## src/adc_seq_cfg.svh

```systemverilog
`ifndef ADC_SEQ_CFG_SVH
`define ADC_SEQ_CFG_SVH

// Register byte offsets
`define OFS_CTRL        12'h000
`define OFS_STATUS      12'h004

// Control register fields
`define B_CE            0
`define B_RUN           1
`define B_MODE          2
`define B_DIV_LO        3
`define B_DIV_HI        5
`define B_LEN           6
`define B_TRIG_LO       7
`define B_TRIG_HI       8
`define B_ONESHOT       9
`define B_TEST          10
`define B_ISS           11
`define CTRL_MASK       32'h0000_0fff

// Conversion clock counts
`define N1_TOTAL        7'd54
`define N1_SAMPLE       7'd11
`define N2_TOTAL        7'd66
`define N2_SAMPLE       7'd23

// Supply stabilization wait, system clocks
`define STAB_N1         6'd4
`define STAB_N1_DIV1    6'd2
`define STAB_N2         6'd58

// Comparator settling times
`define CLK_PERIOD_NS   8
`define SETTLE_FAST_NS  500
`define SETTLE_SLOW_NS  2000
`define SETTLE_FAST_CYC ((`SETTLE_FAST_NS + `CLK_PERIOD_NS - 1) / `CLK_PERIOD_NS)
`define SETTLE_SLOW_CYC ((`SETTLE_SLOW_NS + `CLK_PERIOD_NS - 1) / `CLK_PERIOD_NS)

`define LAST_SLOT       2'd3
`endif

```

## src/adc_seq_pkg.sv

```systemverilog
package adc_seq_pkg;

	typedef enum logic [1:0] {
		TRIG_SW,
		TRIG_HW_NOWAIT,
		TRIG_HW_WAIT,
		TRIG_RSVD
	} trig_mode_t;

	typedef enum logic [1:0] {
		ST_IDLE,
		ST_WAIT_TRIG,
		ST_STAB,
		ST_CONV
	} seq_state_t;

endpackage : adc_seq_pkg

```

## src/conv_clk_div.sv

```systemverilog
module conv_clk_div (
	input  wire logic       pclk,
	input  wire logic       presetn,
	input  wire logic       run,
	input  wire logic [2:0] div_sel,
	output logic            tick
);

	logic [4:0] cnt_q;
	logic [4:0] last;

	always_comb begin
		case (div_sel)
			3'h0:    last = 5'h1f;
			3'h1:    last = 5'h0f;
			3'h2:    last = 5'h07;
			3'h3:    last = 5'h05;
			3'h4:    last = 5'h04;
			3'h5:    last = 5'h03;
			3'h6:    last = 5'h01;
			default: last = 5'h00;
		endcase
	end

	assign tick = run && (cnt_q == last);

	always_ff @(posedge pclk or negedge presetn) begin
		if (!presetn) begin
			cnt_q <= 5'h00;
		end else if (!run || tick) begin
			cnt_q <= 5'h00;
		end else begin
			cnt_q <= cnt_q + 5'h01;
		end
	end

endmodule : conv_clk_div

```

## src/conv_timer.sv

```systemverilog
`include "adc_seq_cfg.svh"

module conv_timer (
	input  wire logic pclk,
	input  wire logic presetn,
	input  wire logic start,
	input  wire logic abort,
	input  wire logic tick,
	input  wire logic len_sel,
	output logic      active,
	output logic      sampling,
	output logic      done
);

	logic [6:0] cnt_q;
	logic       act_q;
	logic       done_q;
	logic [6:0] total;
	logic [6:0] samp;

	assign total    = len_sel ? `N2_TOTAL : `N1_TOTAL;
	assign samp     = len_sel ? `N2_SAMPLE : `N1_SAMPLE;
	assign active   = act_q;
	assign sampling = act_q && (cnt_q < samp);
	assign done     = done_q;

	// Counts divided clocks; completion is a one-cycle pulse
	always_ff @(posedge pclk or negedge presetn) begin
		if (!presetn) begin
			cnt_q  <= 7'h00;
			act_q  <= 1'b0;
			done_q <= 1'b0;
		end else begin
			done_q <= 1'b0;
			if (start || abort) begin
				cnt_q <= 7'h00;
				act_q <= start;
			end else if (act_q && tick) begin
				if (cnt_q == total - 7'h01) begin
					act_q  <= 1'b0;
					done_q <= 1'b1;
				end else begin
					cnt_q <= cnt_q + 7'h01;
				end
			end
		end
	end

endmodule : conv_timer

```

## src/adc_conversion_sequencer.sv

```systemverilog
// The APB register port and the register addresses were left to the implementer.
`include "adc_seq_cfg.svh"

module adc_conversion_sequencer (
	input  wire logic        pclk,
	input  wire logic        presetn,
	input  wire logic        psel,
	input  wire logic        penable,
	input  wire logic        pwrite,
	input  wire logic [11:0] paddr,
	input  wire logic [31:0] pwdata,
	output logic      [31:0] prdata,
	output logic             pready,
	output logic             pslverr,
	input  wire logic        hw_trigger,
	output logic             comparator_on,
	output logic             conv_busy,
	output logic             sampling,
	output logic             conv_done,
	output logic       [1:0] scan_slot
);

	////////////////////////////////////////////////////////////////
	// Bus slave
	logic [31:0] ctrl_q;
	logic [31:0] prdata_q;
	logic        pready_q;
	logic        pslverr_q;
	logic        run_q;
	logic        run_d;
	adc_seq_pkg::seq_state_t state_q;
	adc_seq_pkg::seq_state_t state_d;
	logic [1:0]  slot_q;
	logic [1:0]  slot_d;
	logic [5:0]  stab_q;
	logic [5:0]  stab_d;
	logic [7:0]  settle_q;
	logic [31:0] status;

	wire setup    = psel && !penable;
	wire access   = psel && penable && pready_q;
	wire hit_ctrl = paddr == `OFS_CTRL;
	wire hit_stat = paddr == `OFS_STATUS;
	wire wr_ctrl  = access && pwrite && hit_ctrl;
	wire no_wr    = !wr_ctrl;

	wire       ce_q     = ctrl_q[`B_CE];
	wire       scan_q   = ctrl_q[`B_MODE];
	wire [2:0] div_q    = ctrl_q[`B_DIV_HI:`B_DIV_LO];
	wire       len_q    = ctrl_q[`B_LEN];
	wire       oneshot  = ctrl_q[`B_ONESHOT];
	wire       fast_src = ctrl_q[`B_TEST] || !ctrl_q[`B_ISS];
	adc_seq_pkg::trig_mode_t mode;
	assign mode = adc_seq_pkg::trig_mode_t'(ctrl_q[`B_TRIG_HI:`B_TRIG_LO]);

	wire [7:0] settle_need = fast_src ? 8'(`SETTLE_FAST_CYC) : 8'(`SETTLE_SLOW_CYC);
	wire       settled     = settle_q >= settle_need;

	assign status = {24'h0, settled, (state_q == adc_seq_pkg::ST_STAB), slot_q,
		conv_busy, (state_q == adc_seq_pkg::ST_WAIT_TRIG), ce_q, run_q};
	wire [31:0] rd_mux = hit_ctrl ? {20'h0, ctrl_q[11:2], run_q, ce_q} : status;

	always_ff @(posedge pclk or negedge presetn) begin
		if (!presetn) begin
			pready_q  <= 1'b0;
			pslverr_q <= 1'b0;
			prdata_q  <= 32'h0;
		end else begin
			pready_q  <= setup;
			pslverr_q <= setup && !(hit_ctrl || hit_stat);
			if (setup) begin
				prdata_q <= rd_mux;
			end
		end
	end

	// Run bit lives in run_q; the copy in ctrl_q is never read
	always_ff @(posedge pclk or negedge presetn) begin
		if (!presetn) begin
			ctrl_q <= 32'h0;
		end else if (wr_ctrl) begin
			ctrl_q <= pwdata & `CTRL_MASK;
		end
	end

	// Settling monitor, reported so software can time its run write
	always_ff @(posedge pclk or negedge presetn) begin
		if (!presetn) begin
			settle_q <= 8'h00;
		end else if (!ce_q) begin
			settle_q <= 8'h00;
		end else if (!settled) begin
			settle_q <= settle_q + 8'h01;
		end
	end

	////////////////////////////////////////////////////////////////
	// Trigger synchroniser
	logic trig_s1_q;
	logic trig_s2_q;
	logic trig_s3_q;

	always_ff @(posedge pclk or negedge presetn) begin
		if (!presetn) begin
			trig_s1_q <= 1'b0;
			trig_s2_q <= 1'b0;
			trig_s3_q <= 1'b0;
		end else begin
			trig_s1_q <= hw_trigger;
			trig_s2_q <= trig_s1_q;
			trig_s3_q <= trig_s2_q;
		end
	end

	wire trig = trig_s2_q && !trig_s3_q;

	////////////////////////////////////////////////////////////////
	// Sequencer
	logic tick;
	logic t_active;
	logic t_sampling;
	logic t_done;
	logic start;

	wire sw_set = wr_ctrl && pwdata[`B_RUN] && pwdata[`B_CE] && mode != adc_seq_pkg::TRIG_HW_WAIT
		&& state_q == adc_seq_pkg::ST_IDLE && !run_q;
	wire sw_clr = wr_ctrl && !pwdata[`B_RUN];
	wire hw_set = mode == adc_seq_pkg::TRIG_HW_WAIT && ce_q && trig && state_q == adc_seq_pkg::ST_IDLE;
	wire last_slot = !scan_q || slot_q == `LAST_SLOT;
	wire [5:0] stab_len = len_q ? `STAB_N2 : (div_q == 3'h7 ? `STAB_N1_DIV1 : `STAB_N1);

	always_comb begin
		state_d = state_q;
		run_d   = run_q;
		slot_d  = slot_q;
		stab_d  = stab_q;
		start   = 1'b0;
		case (state_q)
			adc_seq_pkg::ST_IDLE: begin
				if (hw_set) begin
					run_d   = 1'b1;
					slot_d  = 2'd0;
					stab_d  = stab_len;
					state_d = adc_seq_pkg::ST_STAB;
				end else if (run_q && mode == adc_seq_pkg::TRIG_SW) begin
					start   = 1'b1;
					state_d = adc_seq_pkg::ST_CONV;
				end else if (run_q && mode == adc_seq_pkg::TRIG_HW_NOWAIT) begin
					state_d = adc_seq_pkg::ST_WAIT_TRIG;
				end
			end
			adc_seq_pkg::ST_WAIT_TRIG: begin
				if (trig) begin
					start   = 1'b1;
					slot_d  = 2'd0;
					state_d = adc_seq_pkg::ST_CONV;
				end
			end
			adc_seq_pkg::ST_STAB: begin
				if (stab_q <= 6'd1) begin
					start   = 1'b1;
					state_d = adc_seq_pkg::ST_CONV;
				end else begin
					stab_d = stab_q - 6'd1;
				end
			end
			adc_seq_pkg::ST_CONV: begin
				if (t_done) begin
					if (!last_slot) begin
						slot_d = slot_q + 2'd1;
						start  = 1'b1;
					end else begin
						slot_d = 2'd0;
						if (!oneshot) begin
							start = 1'b1;
						end else if (mode == adc_seq_pkg::TRIG_HW_NOWAIT) begin
							state_d = adc_seq_pkg::ST_WAIT_TRIG;
						end else begin
							run_d   = 1'b0;
							state_d = adc_seq_pkg::ST_IDLE;
						end
					end
				end
			end
			default: begin
				state_d = adc_seq_pkg::ST_IDLE;
			end
		endcase
		// A trigger landing with a clear keeps the set
		if (sw_clr && !hw_set) begin
			run_d   = 1'b0;
			slot_d  = 2'd0;
			start   = 1'b0;
			state_d = adc_seq_pkg::ST_IDLE;
		end else if (sw_set) begin
			run_d = 1'b1;
		end
	end

	always_ff @(posedge pclk or negedge presetn) begin
		if (!presetn) begin
			state_q <= adc_seq_pkg::ST_IDLE;
			run_q   <= 1'b0;
			slot_q  <= 2'd0;
			stab_q  <= 6'd0;
		end else begin
			state_q <= state_d;
			run_q   <= run_d;
			slot_q  <= slot_d;
			stab_q  <= stab_d;
		end
	end

	conv_clk_div u_div (
		.pclk    (pclk),
		.presetn (presetn),
		.run     (t_active && !start),
		.div_sel (div_q),
		.tick    (tick)
	);

	conv_timer u_timer (
		.pclk     (pclk),
		.presetn  (presetn),
		.start    (start),
		.abort    (state_d != adc_seq_pkg::ST_CONV),
		.tick     (tick),
		.len_sel  (len_q),
		.active   (t_active),
		.sampling (t_sampling),
		.done     (t_done)
	);

	////////////////////////////////////////////////////////////////
	// Registered outputs
	always_ff @(posedge pclk or negedge presetn) begin
		if (!presetn) begin
			comparator_on <= 1'b0;
			conv_busy     <= 1'b0;
			sampling      <= 1'b0;
			conv_done     <= 1'b0;
			scan_slot     <= 2'd0;
		end else begin
			comparator_on <= ce_q;
			conv_busy     <= t_active;
			sampling      <= t_sampling;
			conv_done     <= t_done;
			scan_slot     <= slot_q;
		end
	end

	assign prdata  = prdata_q;
	assign pready  = pready_q;
	assign pslverr = pslverr_q;

	////////////////////////////////////////////////////////////////
	// Checks
	logic [6:0] ticks_q;

	always_ff @(posedge pclk or negedge presetn) begin
		if (!presetn) begin
			ticks_q <= 7'h00;
		end else if (start) begin
			ticks_q <= 7'h00;
		end else if (tick) begin
			ticks_q <= ticks_q + 7'h01;
		end
	end

	wire end_quiet = t_done && state_q == adc_seq_pkg::ST_CONV && no_wr && last_slot && oneshot;
endmodule : adc_conversion_sequencer

```

## config.mk

```make
export PLATFORM = sky130hd
export DESIGN_NAME = adc_conversion_sequencer
export DESIGN_NICKNAME = d
export VERILOG_FILES = /design/src/adc_seq_pkg.sv /design/src/conv_clk_div.sv /design/src/conv_timer.sv /design/src/adc_conversion_sequencer.sv
export VERILOG_INCLUDE_DIRS = /design/src
export SDC_FILE = /design/constraint.sdc
export NUM_CORES = 1
export LEC_CHECK = 0
export ABC_AREA = 1
export BUFFER_PORTS_ARGS = -buffer_cell sky130_fd_sc_hd__clkbuf_2
export CAP_MARGIN = 20
export CORE_MARGIN = 3
export CORE_UTILIZATION = 50
export DETAILED_ROUTE_END_ITERATION = 8
export PLACE_DENSITY = 0.75
export REMOVE_ABC_BUFFERS = 1
export SLEW_MARGIN = 0
export SYNTH_ARGS = -nofsm -noshare
export SYNTH_HDL_FRONTEND = slang
export SYNTH_SLANG_ARGS = --single-unit
```

## constraint.sdc

```tcl
create_clock -name pclk -period 5.3 [get_ports pclk]
set_clock_uncertainty 0.05 [all_clocks]
set_input_delay 0 -clock pclk [delete_from_list [all_inputs] [get_ports pclk]]
set_output_delay 0 -clock pclk [all_outputs]
set_load 0.02 [all_outputs]
```

==> run_results.csv, run 1 <==
group,metric,value,unit
placed_design,port-buffer-count,49,
sta,drv_slew,0,
pwr,p_clk_frac,0.367,
worst_setup_path,required,5.50,ns
worst_setup_path,path_max_fanout,6,
clocking,htreeDepth,3,
floorplanning,start_util,0.5221,
finish,mostFrequentLayoutCell,"nand2_1",
logic_synthesis,yosys_warnings,0,
finish,final_core_util,0.6115,
status,outcome,"completed",
worst_setup_path,critPathKind,"reg -> reg",
pwr,p_switching,0.3849,mW
finish,drive_gt1_frac,0.1855,
route,dr.first_iter.drc_count,162,
worst_setup_path,reg2reg_depth,11,
logic_synthesis,async_flop_share,1.000,
finish,final_cell_mix,"108 x nand2_1, 67 x dfrtp_1, 54 x inv_1, 49 x nor2_1, 48 x clkbuf_2",
sta,finalSetupViolCount,0,
logic_synthesis,synth_top_area_frac,0.4358,
clocking,clkLatencyLatePin,0.35,ns
global_routing,grt_pass1_vias,3063,
clocking,cts-resized-gates,0,
route,drc,0,
sta,setup_tns,0,ns
floorplanning,io-pin-count,90,
placed_design,placed_cells,616,
logic_synthesis,synthCells,475,
clocking,clockBufferDepth,2,
clocking,cts_buffers,9,
pwr,p_per_area,287.4,nW/um2
worst_setup_path,end_kind,"flop",
clocking,clk_pin_slew,0.08,ns
floorplanning,core,7370,um2
route,dr.pass1.iters,4,
route,num_vias,3268,
finish,fin_nets,609,
global_routing,grt_pass1_wl,13.77,mm
logic_synthesis,synth_edf_count,0,
worst_hold_path,holdPathStages,5,
floorplanning,fp.dieH,93.72,um
logic_synthesis,syn_area,3847,um2
clocking,cts_sinks,67,
logic_synthesis,synth.distinct_cells,39,
pwr,internal-power,0.9102,mW
placed_design,gp_congestion,0.8840,
sta,worst_slew_pin_slew,0.8791,ns
logic_synthesis,synth-seq-cells,67,
sta,fin_crit_sh,0.4152,
worst_hold_path,hold_class,"in -> reg",
floorplanning,fp.dieW,93.72,um
pwr,p_seq_frac,0.477,
route,ant_nets,0,
pwr,switching_share,0.2972,
global_routing,grt_use_total,0.1992,
pwr,p_leak,2.359,nW
global_routing,grt_max_degree,68,
route,via_per_inst,5.035,
floorplanning,die_area,8783,um2
floorplanning,rows,31,
clocking,cts_tree,"done",
placed_design,dpl.hpwl,5.875,mm
global_routing,grt_overflow,0,
sta,fin_hold_ws,0.008898,ns
pwr,p_comb_frac,0.155,
logic_synthesis,avgSynthCellArea,8.100,um2
finish,instances_no_fill,649,
finish,antenna_cells,0,
finish,syn_to_final_growth,17.14,%
pwr,ir_drop,0.1539,mV
logic_synthesis,ys_seq_area_frac,0.4358,
pwr,power,1.295,mW
sta,hold_violations,0,
sta,rsz0062_at_grt,"false",
finish,n_fill_cell,652,
worst_setup_path,arrival,2.40,ns
run,maxCapViolCount,0,
global_routing,grt_antenna_before_repair,0,
route,routedWlPerCell,12.69,um
route,wirelength,8.233,mm
sta,period_minus_slack,2.201,ns
logic_synthesis,ys.flop_type,"dfrtp_1",
worst_setup_path,start_kind,"flop",
sta,fmax,454.4,MHz
clocking,clockRootBuffer,"clkbuf_8",
logic_synthesis,synth_area_leaders,"dfrtp_1 44%, nand2_1 11%, inv_1 5.3%",
sta,slew_headroom,0.4118,
logic_synthesis,synth_top_area_cell,"dfrtp_1",
## cell families (layout without fill, tap and decap cells)
family | after synthesis | in the layout | synth area share
buf+inv | 85 | 141 | 0.1047
compound gates | 63 | 63 | 0.09204
xor+xnor | 11 | 11 | 0.02504
other cells | 1 | 20 | 0.0009747
simple gates | 234 | 234 | 0.2959
fa+ha+maj | 14 | 14 | 0.04553
flops | 67 | 67 | 0.4358
## state kept, by name, summed over array words and instances, names as in the netlist, 2 cells and up
signal,count
stab_q,6
scan_slot,2
settle_q,8
u_div.cnt_q,5
state_q,2
u_timer.cnt_q,7
prdata,12
slot_q,2
ctrl_q,11
## routing by layer
| metal | global-route usage | wire length, um |
|---|---|---|
| met5 | 0 | 0 |
| met4 | 0.08785 | 153 |
| met3 | 0.03285 | 474 |
| met2 | 0.3294 | 3896 |
| met1 | 0.2572 | 3709 |
## repair_timing
action,in CTS,in global routing
setup buffers,0,0
setup endpoints to repair,0,0
hold endpoints to repair,82,0
hold buffers,17,0
## cells in the mapped netlist, drive strengths merged, types with 2 or more instances
master / count
nand4: 15
a21oi: 26
nor3: 4
buf: 24
nand2: 119
inv: 57
ha: 14
nand3: 22
nor2: 61
o21ai: 24
nand3b: 6
dfrtp: 67
clkbuf: 3
a22oi: 3
o31ai: 6
xor2: 10
nor4: 2
or2: 3
## metrics by stage
stage	setup slack [ns]	instance area (um2)
2_1_floorplan	3.548	3735
3_3_place_gp	3.268	4111
3_5_place_dp	3.186	4111
4_1_cts	3.177	4507
5_1_grt	2.878	4507
6_report	3.099	4507
## power groups by stage
stage                     clock (mW)  sequential (mW)  combinational (mW)
after CTS                      0.484            0.616               0.203
after global placement             0            0.623               0.185
final                          0.476            0.618               0.201
after global routing           0.505            0.626               0.231
after detailed placement           0            0.626               0.192
after floorplan                    0            0.627               0.122
## worst max-delay path: stages, from the launching register on
cell and delay, ns:
dfrtp_1 0.40, nor2_1 0.23, inv_1 0.13, ha_1 0.32, nand2_1 0.06, nor2_1 0.12, nand4_1 0.12, nand3_1 0.23
nand2_1 0.17, inv_1 0.13, nand2_1 0.07, o31ai_1 0.07
## area by class of cell
type	count	area, um2	area share
clock buffer	9	123.9	0.02748
clock inverter	7	101.3	0.02249
inverter	58	219.0	0.04858
multi-input combinational	342	1839	0.4081
sequential	67	1677	0.3720
tap	99	123.9	0.02748
timing repair buffer	67	422.9	0.09384
## worst paths after layout
kind	start	to	slack [ns]
min in group asynchronous	presetn	prdata[5]	0.32
min	paddr[6]	pslverr	0.009
min reg2reg	trig_s1_q	trig_s2_q	0.30
max reg2reg	ctrl_q[10]	settle_q[6]	3.10
max in group asynchronous	presetn	u_div.cnt_q[4]	4.33
max	ctrl_q[10]	settle_q[6]	3.10
Note: power is estimated with default switching activity, not from simulation.
==> run 2, diff against run 1 <==
Settings changed: ABC_AREA 1 to 0.
Clock period 5.3 ns to 2.15 ns, I/O delays scaled along.
==> run 2 against run 1 <==
The run now ends with setup timing left. Worst hold slack improved by 0.037 ns. Routed wire length increased by 13%. Via count is 0.34% higher. Critical path depth decreased by 2. Synthesized cell count fell by 21%. Non-clock buffer count is 49 higher. Sequential share of layout area shrank 2.7 points. Area after synthesis decreased by 3.8%. Register-to-register slack got worse by 3.2 ns. Critical path type unchanged. Critical endpoint is now u_timer.cnt_q[5]. Highest routed layer unchanged.
==> run_results.csv, run 2 <==
group,metric,value,unit
sta,finalSetupViolCount,8,
pwr,p_switching,0.7397,mW
floorplanning,die_area,8473,um2
global_routing,met1_usage,0.2770,
global_routing,globalRoute.busiestLayer,"met2",
sta,hold_violations,0,
logic_synthesis,yosysMostFrequentCell,"dfrtp_1",
logic_synthesis,synth_top_area_frac,0.4529,
global_routing,grt_use_met2,0.3972,
global_routing,grt_pass1_wl,15.50,mm
worst_setup_path,cp_cell_sequence,"inv_1 > ha_2 > nor2_4 > nor3_4 > o41ai_4 > o21ai_2 > buf_4 > o31ai_1 > a21oi_2",
pwr,p_leak,2.326,nW
worst_setup_path,arrival,2.44,ns
logic_synthesis,yosys_warnings,0,
worst_setup_path,max_stage_delay,0.45,ns
sta,slew_headroom,0.5257,
finish,largest_reg_flops,12,
clocking,htreeDepth,3,
logic_synthesis,ys.flop_type,"dfrtp_1",
status,violations,"setup timing",
worst_setup_path,required,2.31,ns
clocking,clkLatencyLatePin,0.35,ns
sta,rsz0062_at_grt,"true",
clocking,clockBufferDepth,2,
logic_synthesis,avgSynthCellArea,9.873,um2
status,outcome,"finished, violations left",
worst_setup_path,cpLargestDelayFamily,"compound AO/OA/AOI/OAI gates",
route,routedWlPerCell,15.82,um
worst_setup_path,critPathKind,"reg -> reg",
finish,mostFrequentLayoutCell,"dfrtp_1",
worst_hold_path,hold_class,"in -> reg",
route,dr.first_iter.drc_count,176,
pwr,ir_drop,0.5017,mV
route,ant_nets,0,
finish,final_cell_mix,"66 x dfrtp_1, 52 x buf_4, 48 x clkbuf_2, 33 x nand2_1, 20 x conb_1",
clocking,clk_pin_slew,0.07,ns
route,drc,0,
floorplanning,fp.dieH,92.05,um
placed_design,gp_congestion,0.8249,
logic_synthesis,synth_top_cells_by_count,"67 x dfrtp_1, 33 x nand2_1, 20 x a21oi_1, 20 x buf_4, 20 x o21ai_0",
logic_synthesis,async_flop_share,1.000,
worst_setup_path,path_buf_inv,2,
logic_synthesis,synth_top_area_cell,"dfrtp_1",
global_routing,grt_antenna_before_repair,0,
sta,fin_crit_sh,1.056,
route,wirelength,9.317,mm
clocking,cts_buffers,9,
logic_synthesis,synth.distinct_cells,56,
worst_setup_path,path_max_fanout,5,
floorplanning,rows,30,
sta,period_minus_slack,2.271,ns
global_routing,grt_use_total,0.2270,
floorplanning,core,6982,um2
sta,fmax,440.4,MHz
global_routing,use_met3,0.05250,
global_routing,grt_pass1_vias,3297,
pwr,switching_share,0.2675,
global_routing,grt_overflow,0,
pwr,p_clk_frac,0.364,
worst_setup_path,start_kind,"flop",
route,via_per_inst,5.567,
pwr,power,2.765,mW
sta,setup_tns,-0.3491,ns
logic_synthesis,synthCells,375,
logic_synthesis,ys_seq_area_frac,0.4529,
worst_setup_path,slowest_stage,"o41ai_4",
floorplanning,start_util,0.5303,
pwr,p_comb_frac,0.145,
logic_synthesis,synth_area_leaders,"dfrtp_1 45%, ha_1 4.7%, buf_4 4.1%",
sta,setup_slack,-0.1209,ns
finish,drive_gt1_frac,0.3367,
logic_synthesis,syn_area,3702,um2
run,maxCapViolCount,0,
finish,antenna_cells,0,
clocking,cts_tree,"done",
finish,fin_nets,554,
placed_design,dpl.hpwl,6.412,mm
worst_setup_path,end_kind,"flop",
route,num_vias,3279,
global_routing,grt_max_degree,39,
sta,drv_slew,0,
pwr,internal-power,2.026,mW
route,dr.pass1.iters,5,
floorplanning,io-pin-count,90,
pwr,p_per_area,569.3,nW/um2
clocking,clockRootBuffer,"clkbuf_8",
pwr,p_seq_frac,0.491,
logic_synthesis,synth-seq-cells,67,
logic_synthesis,synth_edf_count,0,
placed_design,port-buffer-count,49,
finish,syn_to_final_growth,31.19,%
clocking,cts_sinks,67,
floorplanning,fp.dieW,92.05,um
sta,worst_slew_pin_slew,0.7115,ns
run 2: area by class of cell:
cell class	instances	area [um2]
Fill cell	541	2125
Multi-Input combinational cell	279	2017
Sequential cell	67	1678
Timing Repair Buffer	116	797.0
Clock buffer	11	141.4
Tap cell	96	120.1
Inverter	17	63.81
Clock inverter	3	40.04
run 2: repair_timing:
item                                    CTS  global route
setup buffers                             2             1
gates resized for setup                  15            26
endpoints found under the hold margin    41             0
hold buffers                             13             0
endpoints found under the setup margin   14            23
pin swaps                                12            13
gates cloned                              2             0
run 2: cells by family (layout without fill, tap and decap cells):
kind of cell / count (synthesis) / after routing / share of synthesized area
simple gates: 124 / 124 / 0.1788
compound gates: 88 / 90 / 0.1572
flops: 67 / 67 / 0.4529
buf+inv: 50 / 147 / 0.07806
mux: 22 / 22 / 0.06354
fa+ha+maj: 14 / 14 / 0.04731
xor+xnor: 9 / 9 / 0.02129
other cells: 1 / 20 / 0.001013
run 2: power groups by stage:
stage	Sequential (mW)	Combinational, mW	Clock (mW)
finish	1.36	0.401	1.01
global route	1.36	0.442	1.08
CTS	1.35	0.389	1.03
detailed placement	1.37	0.358	0
global placement	1.37	0.353	0
floorplan	1.41	0.140	0
run 2: stage by stage:
stage | std cells | worst slack, ns | instance area [um2] | hold WS [ns] | utilization
5_1_grt | 589 | -0.2161 | 4857 | 0.06003 | 0.6957
3_3_place_gp | 557 | -0.1328 | 4309 | 0.03847 | 0.6172
3_5_place_dp | 557 | -0.2143 | 4309 | 0.04040 | 0.6172
2_1_floorplan | 361 | -0.1596 | 3548 | -0.3456 | -
4_1_cts | 588 | -0.03743 | 4732 | 0.04235 | 0.6778
6_report | 589 | -0.1209 | 4857 | 0.04542 | 0.6957
run 2: layer usage:
layer	vias to the layer above	wire length, um	part of all wire
li1	1532	-	-
met1	1645	3931	0.42
met2	88	4843	0.52
met3	14	398	0.043
met4	0	143	0.015
met5	-	0	0
run 2: worst min-delay path, stage by stage:
cell and delay (ns):
clkbuf_2 0.09, nor2b_1 0.09, mux2i_1 0.15, o21ai_0 0.08
run 2: final timing paths:
check | start | to | slack, ns | cells after the start
max in group asynchronous | presetn | ctrl_q[3] | 1.20 | 3
worst max register to register | stab_q[0] | u_timer.cnt_q[5] | -0.12 | 9
worst min register to register | trig_s1_q | trig_s2_q | 0.30 | 0
min in group asynchronous | presetn | prdata[0] | 0.19 | 2
worst max-delay path | stab_q[0] | u_timer.cnt_q[5] | -0.12 | 9
worst min-delay path | paddr[2] | prdata[0] | 0.05 | 4
==> run 3, diff against run 2 <==
Settings changed: PLACE_DENSITY 0.75 to 0.78.
==> run 3 against run 2 <==
Via count down 0.61%. The run still ends with setup timing left. Combinational power increased by 5.7%. Power is 3.2% lower. Sequential share of layout area down 0.30 points. Maximum frequency rose by 1.3%. Count of clock-buffer cells in the layout decreased by 2. Worst hold slack better by 0.033 ns. Register-to-register slack gained 0.03 ns. Clock power down 11%. Global-route usage is 0.98 points lower. Largest cell class unchanged. Non-clock buffer count decreased by 2. Largest power group unchanged. Highest routed layer unchanged.
==> run_results.csv, run 3 (synthesis results as in run 2) <==
group,metric,value,unit
worst_setup_path,required,2.36,ns
pwr,ir_drop,0.3594,mV
worst_hold_path,hold_start,"paddr[2]",
sta,slew_headroom,0.5843,
sta,finalSetupViolCount,7,
worst_setup_path,startpoint,"stab_q[3]",
placed_design,dpl.hpwl,6.189,mm
sta,hold_violations,0,
finish,final_cell_mix,"65 x dfrtp_1, 48 x clkbuf_2, 48 x buf_4, 33 x nand2_1, 20 x conb_1",
route,wirelength,9.694,mm
finish,syn_to_final_growth,32.44,%
global_routing,grt_max_degree,42,
route,dr.first_iter.drc_count,147,
sta,fmax,446.2,MHz
worst_setup_path,start_kind,"flop",
clocking,clockBufferDepth,2,
clocking,clkLatencyLatePin,0.34,ns
route,highest_layer,"met4",
route,drc,0,
clocking,cts_tree,"done",
global_routing,grt_use_total,0.2172,
worst_setup_path,path_max_fanout,5,
route,met1Wirelength,3.933,mm
placed_design,placed_cells,554,
pwr,power,2.678,mW
global_routing,grt_overflow,0,
floorplanning,fp.dieH,92.05,um
worst_setup_path,timing.rr.start,"stab_q[3]",
global_routing,grt_pass1_vias,3196,
sta,setup_slack,-0.09137,ns
finish,drive_gt1_frac,0.3651,
sta,period_minus_slack,2.241,ns
global_routing,grt_antenna_before_repair,0,
clocking,cts_sinks,67,
finish,largest_reg_flops,12,
finish,fin_nets,552,
sta,worst_slew_pin_slew,0.6236,ns
clocking,clk_pin_slew,0.07,ns
worst_setup_path,arrival,2.45,ns
clocking,htreeDepth,3,
placed_design,port-buffer-count,49,
worst_setup_path,critPathKind,"reg -> reg",
finish,instances_no_fill,589,
finish,antenna_cells,0,
sta,rsz0062_at_grt,"true",
route,wl_met2,5.157,mm
route,dr.pass1.iters,7,
floorplanning,core,6982,um2
clocking,clockRootBuffer,"clkbuf_8",
global_routing,grt_pass1_wl,14.84,mm
worst_setup_path,end_kind,"flop",
status,outcome,"finished, violations left",
floorplanning,io-pin-count,90,
clocking,cts_buffers,9,
sta,drv_slew,0,
floorplanning,fp.dieW,92.05,um
status,violations,"setup timing",
route,num_vias,3259,
route,routedWlPerCell,16.46,um
pwr,p_leak,2.322,nW
route,met3_length,458,um
sta,fin_crit_sh,1.042,
worst_hold_path,hold_class,"in -> reg",
run,maxCapViolCount,0,
route,via_per_inst,5.533,
floorplanning,die_area,8473,um2
floorplanning,rows,30,
finish,mostFrequentLayoutCell,"dfrtp_1",
placed_design,gp_congestion,0.8217,
pwr,p_per_area,546.1,nW/um2
route,ant_nets,0,
floorplanning,start_util,0.5303,
==> run 3: timing repair <==
item                                    in CTS  in global routing
pin swaps                                   12                 20
cloned                                       1                  1
endpoints found under the setup margin      14                 22
gates resized for setup                     16                 42
hold endpoints to repair                    38                  0
buffers inserted                             2                  2
hold buffers                                13                  0
==> run 3: where the power goes <==
part	total, mW	internal, mW	switching (mW)	leakage (nW)
clock network	0.900	0.413	0.487	0.0887
registers	1.35	1.31	0.0429	0.903
logic	0.424	0.166	0.258	1.33
total	2.68	1.89	0.788	2.32
==> run 3: area by class of cell <==
class / instances / area [um2]
repair buffers: 114 / 789.5
clock inverters: 7 / 45.04
multi-input cells: 279 / 2082
inverters: 17 / 63.81
fillers: 487 / 2078
clock buffers: 9 / 123.9
flip-flops and latches: 67 / 1679
well taps: 96 / 120.1
==> run 3: worst max-delay path, stage by stage, from the launching register on <==
cell,delay [ns]
dfrtp_1,0.39
or4_4,0.56
nor3_2,0.24
o41ai_4,0.14
o21ai_2,0.31
buf_4,0.19
o41ai_4,0.08
a21oi_1,0.19
==> run 3: through the flow <==
step / setup slack (ns) / util / hold WS (ns) / area (um2) / setup TNS [ns]
floorplan: -0.1596 / - / -0.3456 / 3548 / -0.7310
global route: -0.1434 / 0.7023 / 0.1127 / 4903 / -0.9887
global placement: -0.1061 / 0.6140 / 0.0003664 / 4287 / -0.5643
detailed placement: -0.1905 / 0.6140 / 0.002436 / 4287 / -1.307
finish: -0.09137 / 0.7023 / 0.07881 / 4903 / -0.2285
CTS: -0.05077 / 0.6715 / 0.06409 / 4688 / -0.1887
==> run 3: path summary, 6_finish.rpt <==
| kind | to | slack, ns | cells past startpoint |
|---|---|---|---|
| max | u_timer.cnt_q[6] | -0.09 | 7 |
| min | prdata[1] | 0.08 | 4 |
| max reg2reg | u_timer.cnt_q[6] | -0.09 | 7 |
| min reg2reg | trig_s2_q | 0.30 | 0 |
| max in group asynchronous | ctrl_q[4] | 1.25 | 3 |
| min in group asynchronous | prdata[11] | 0.15 | 2 |
==> run 3: routing by layer <==
metal | track usage | up-vias
li1 | - | 1538
met1 | 0.2690 | 1598
met2 | 0.3735 | 108
met3 | 0.05004 | 15
met4 | 0.07178 | 0
met5 | 0 | -
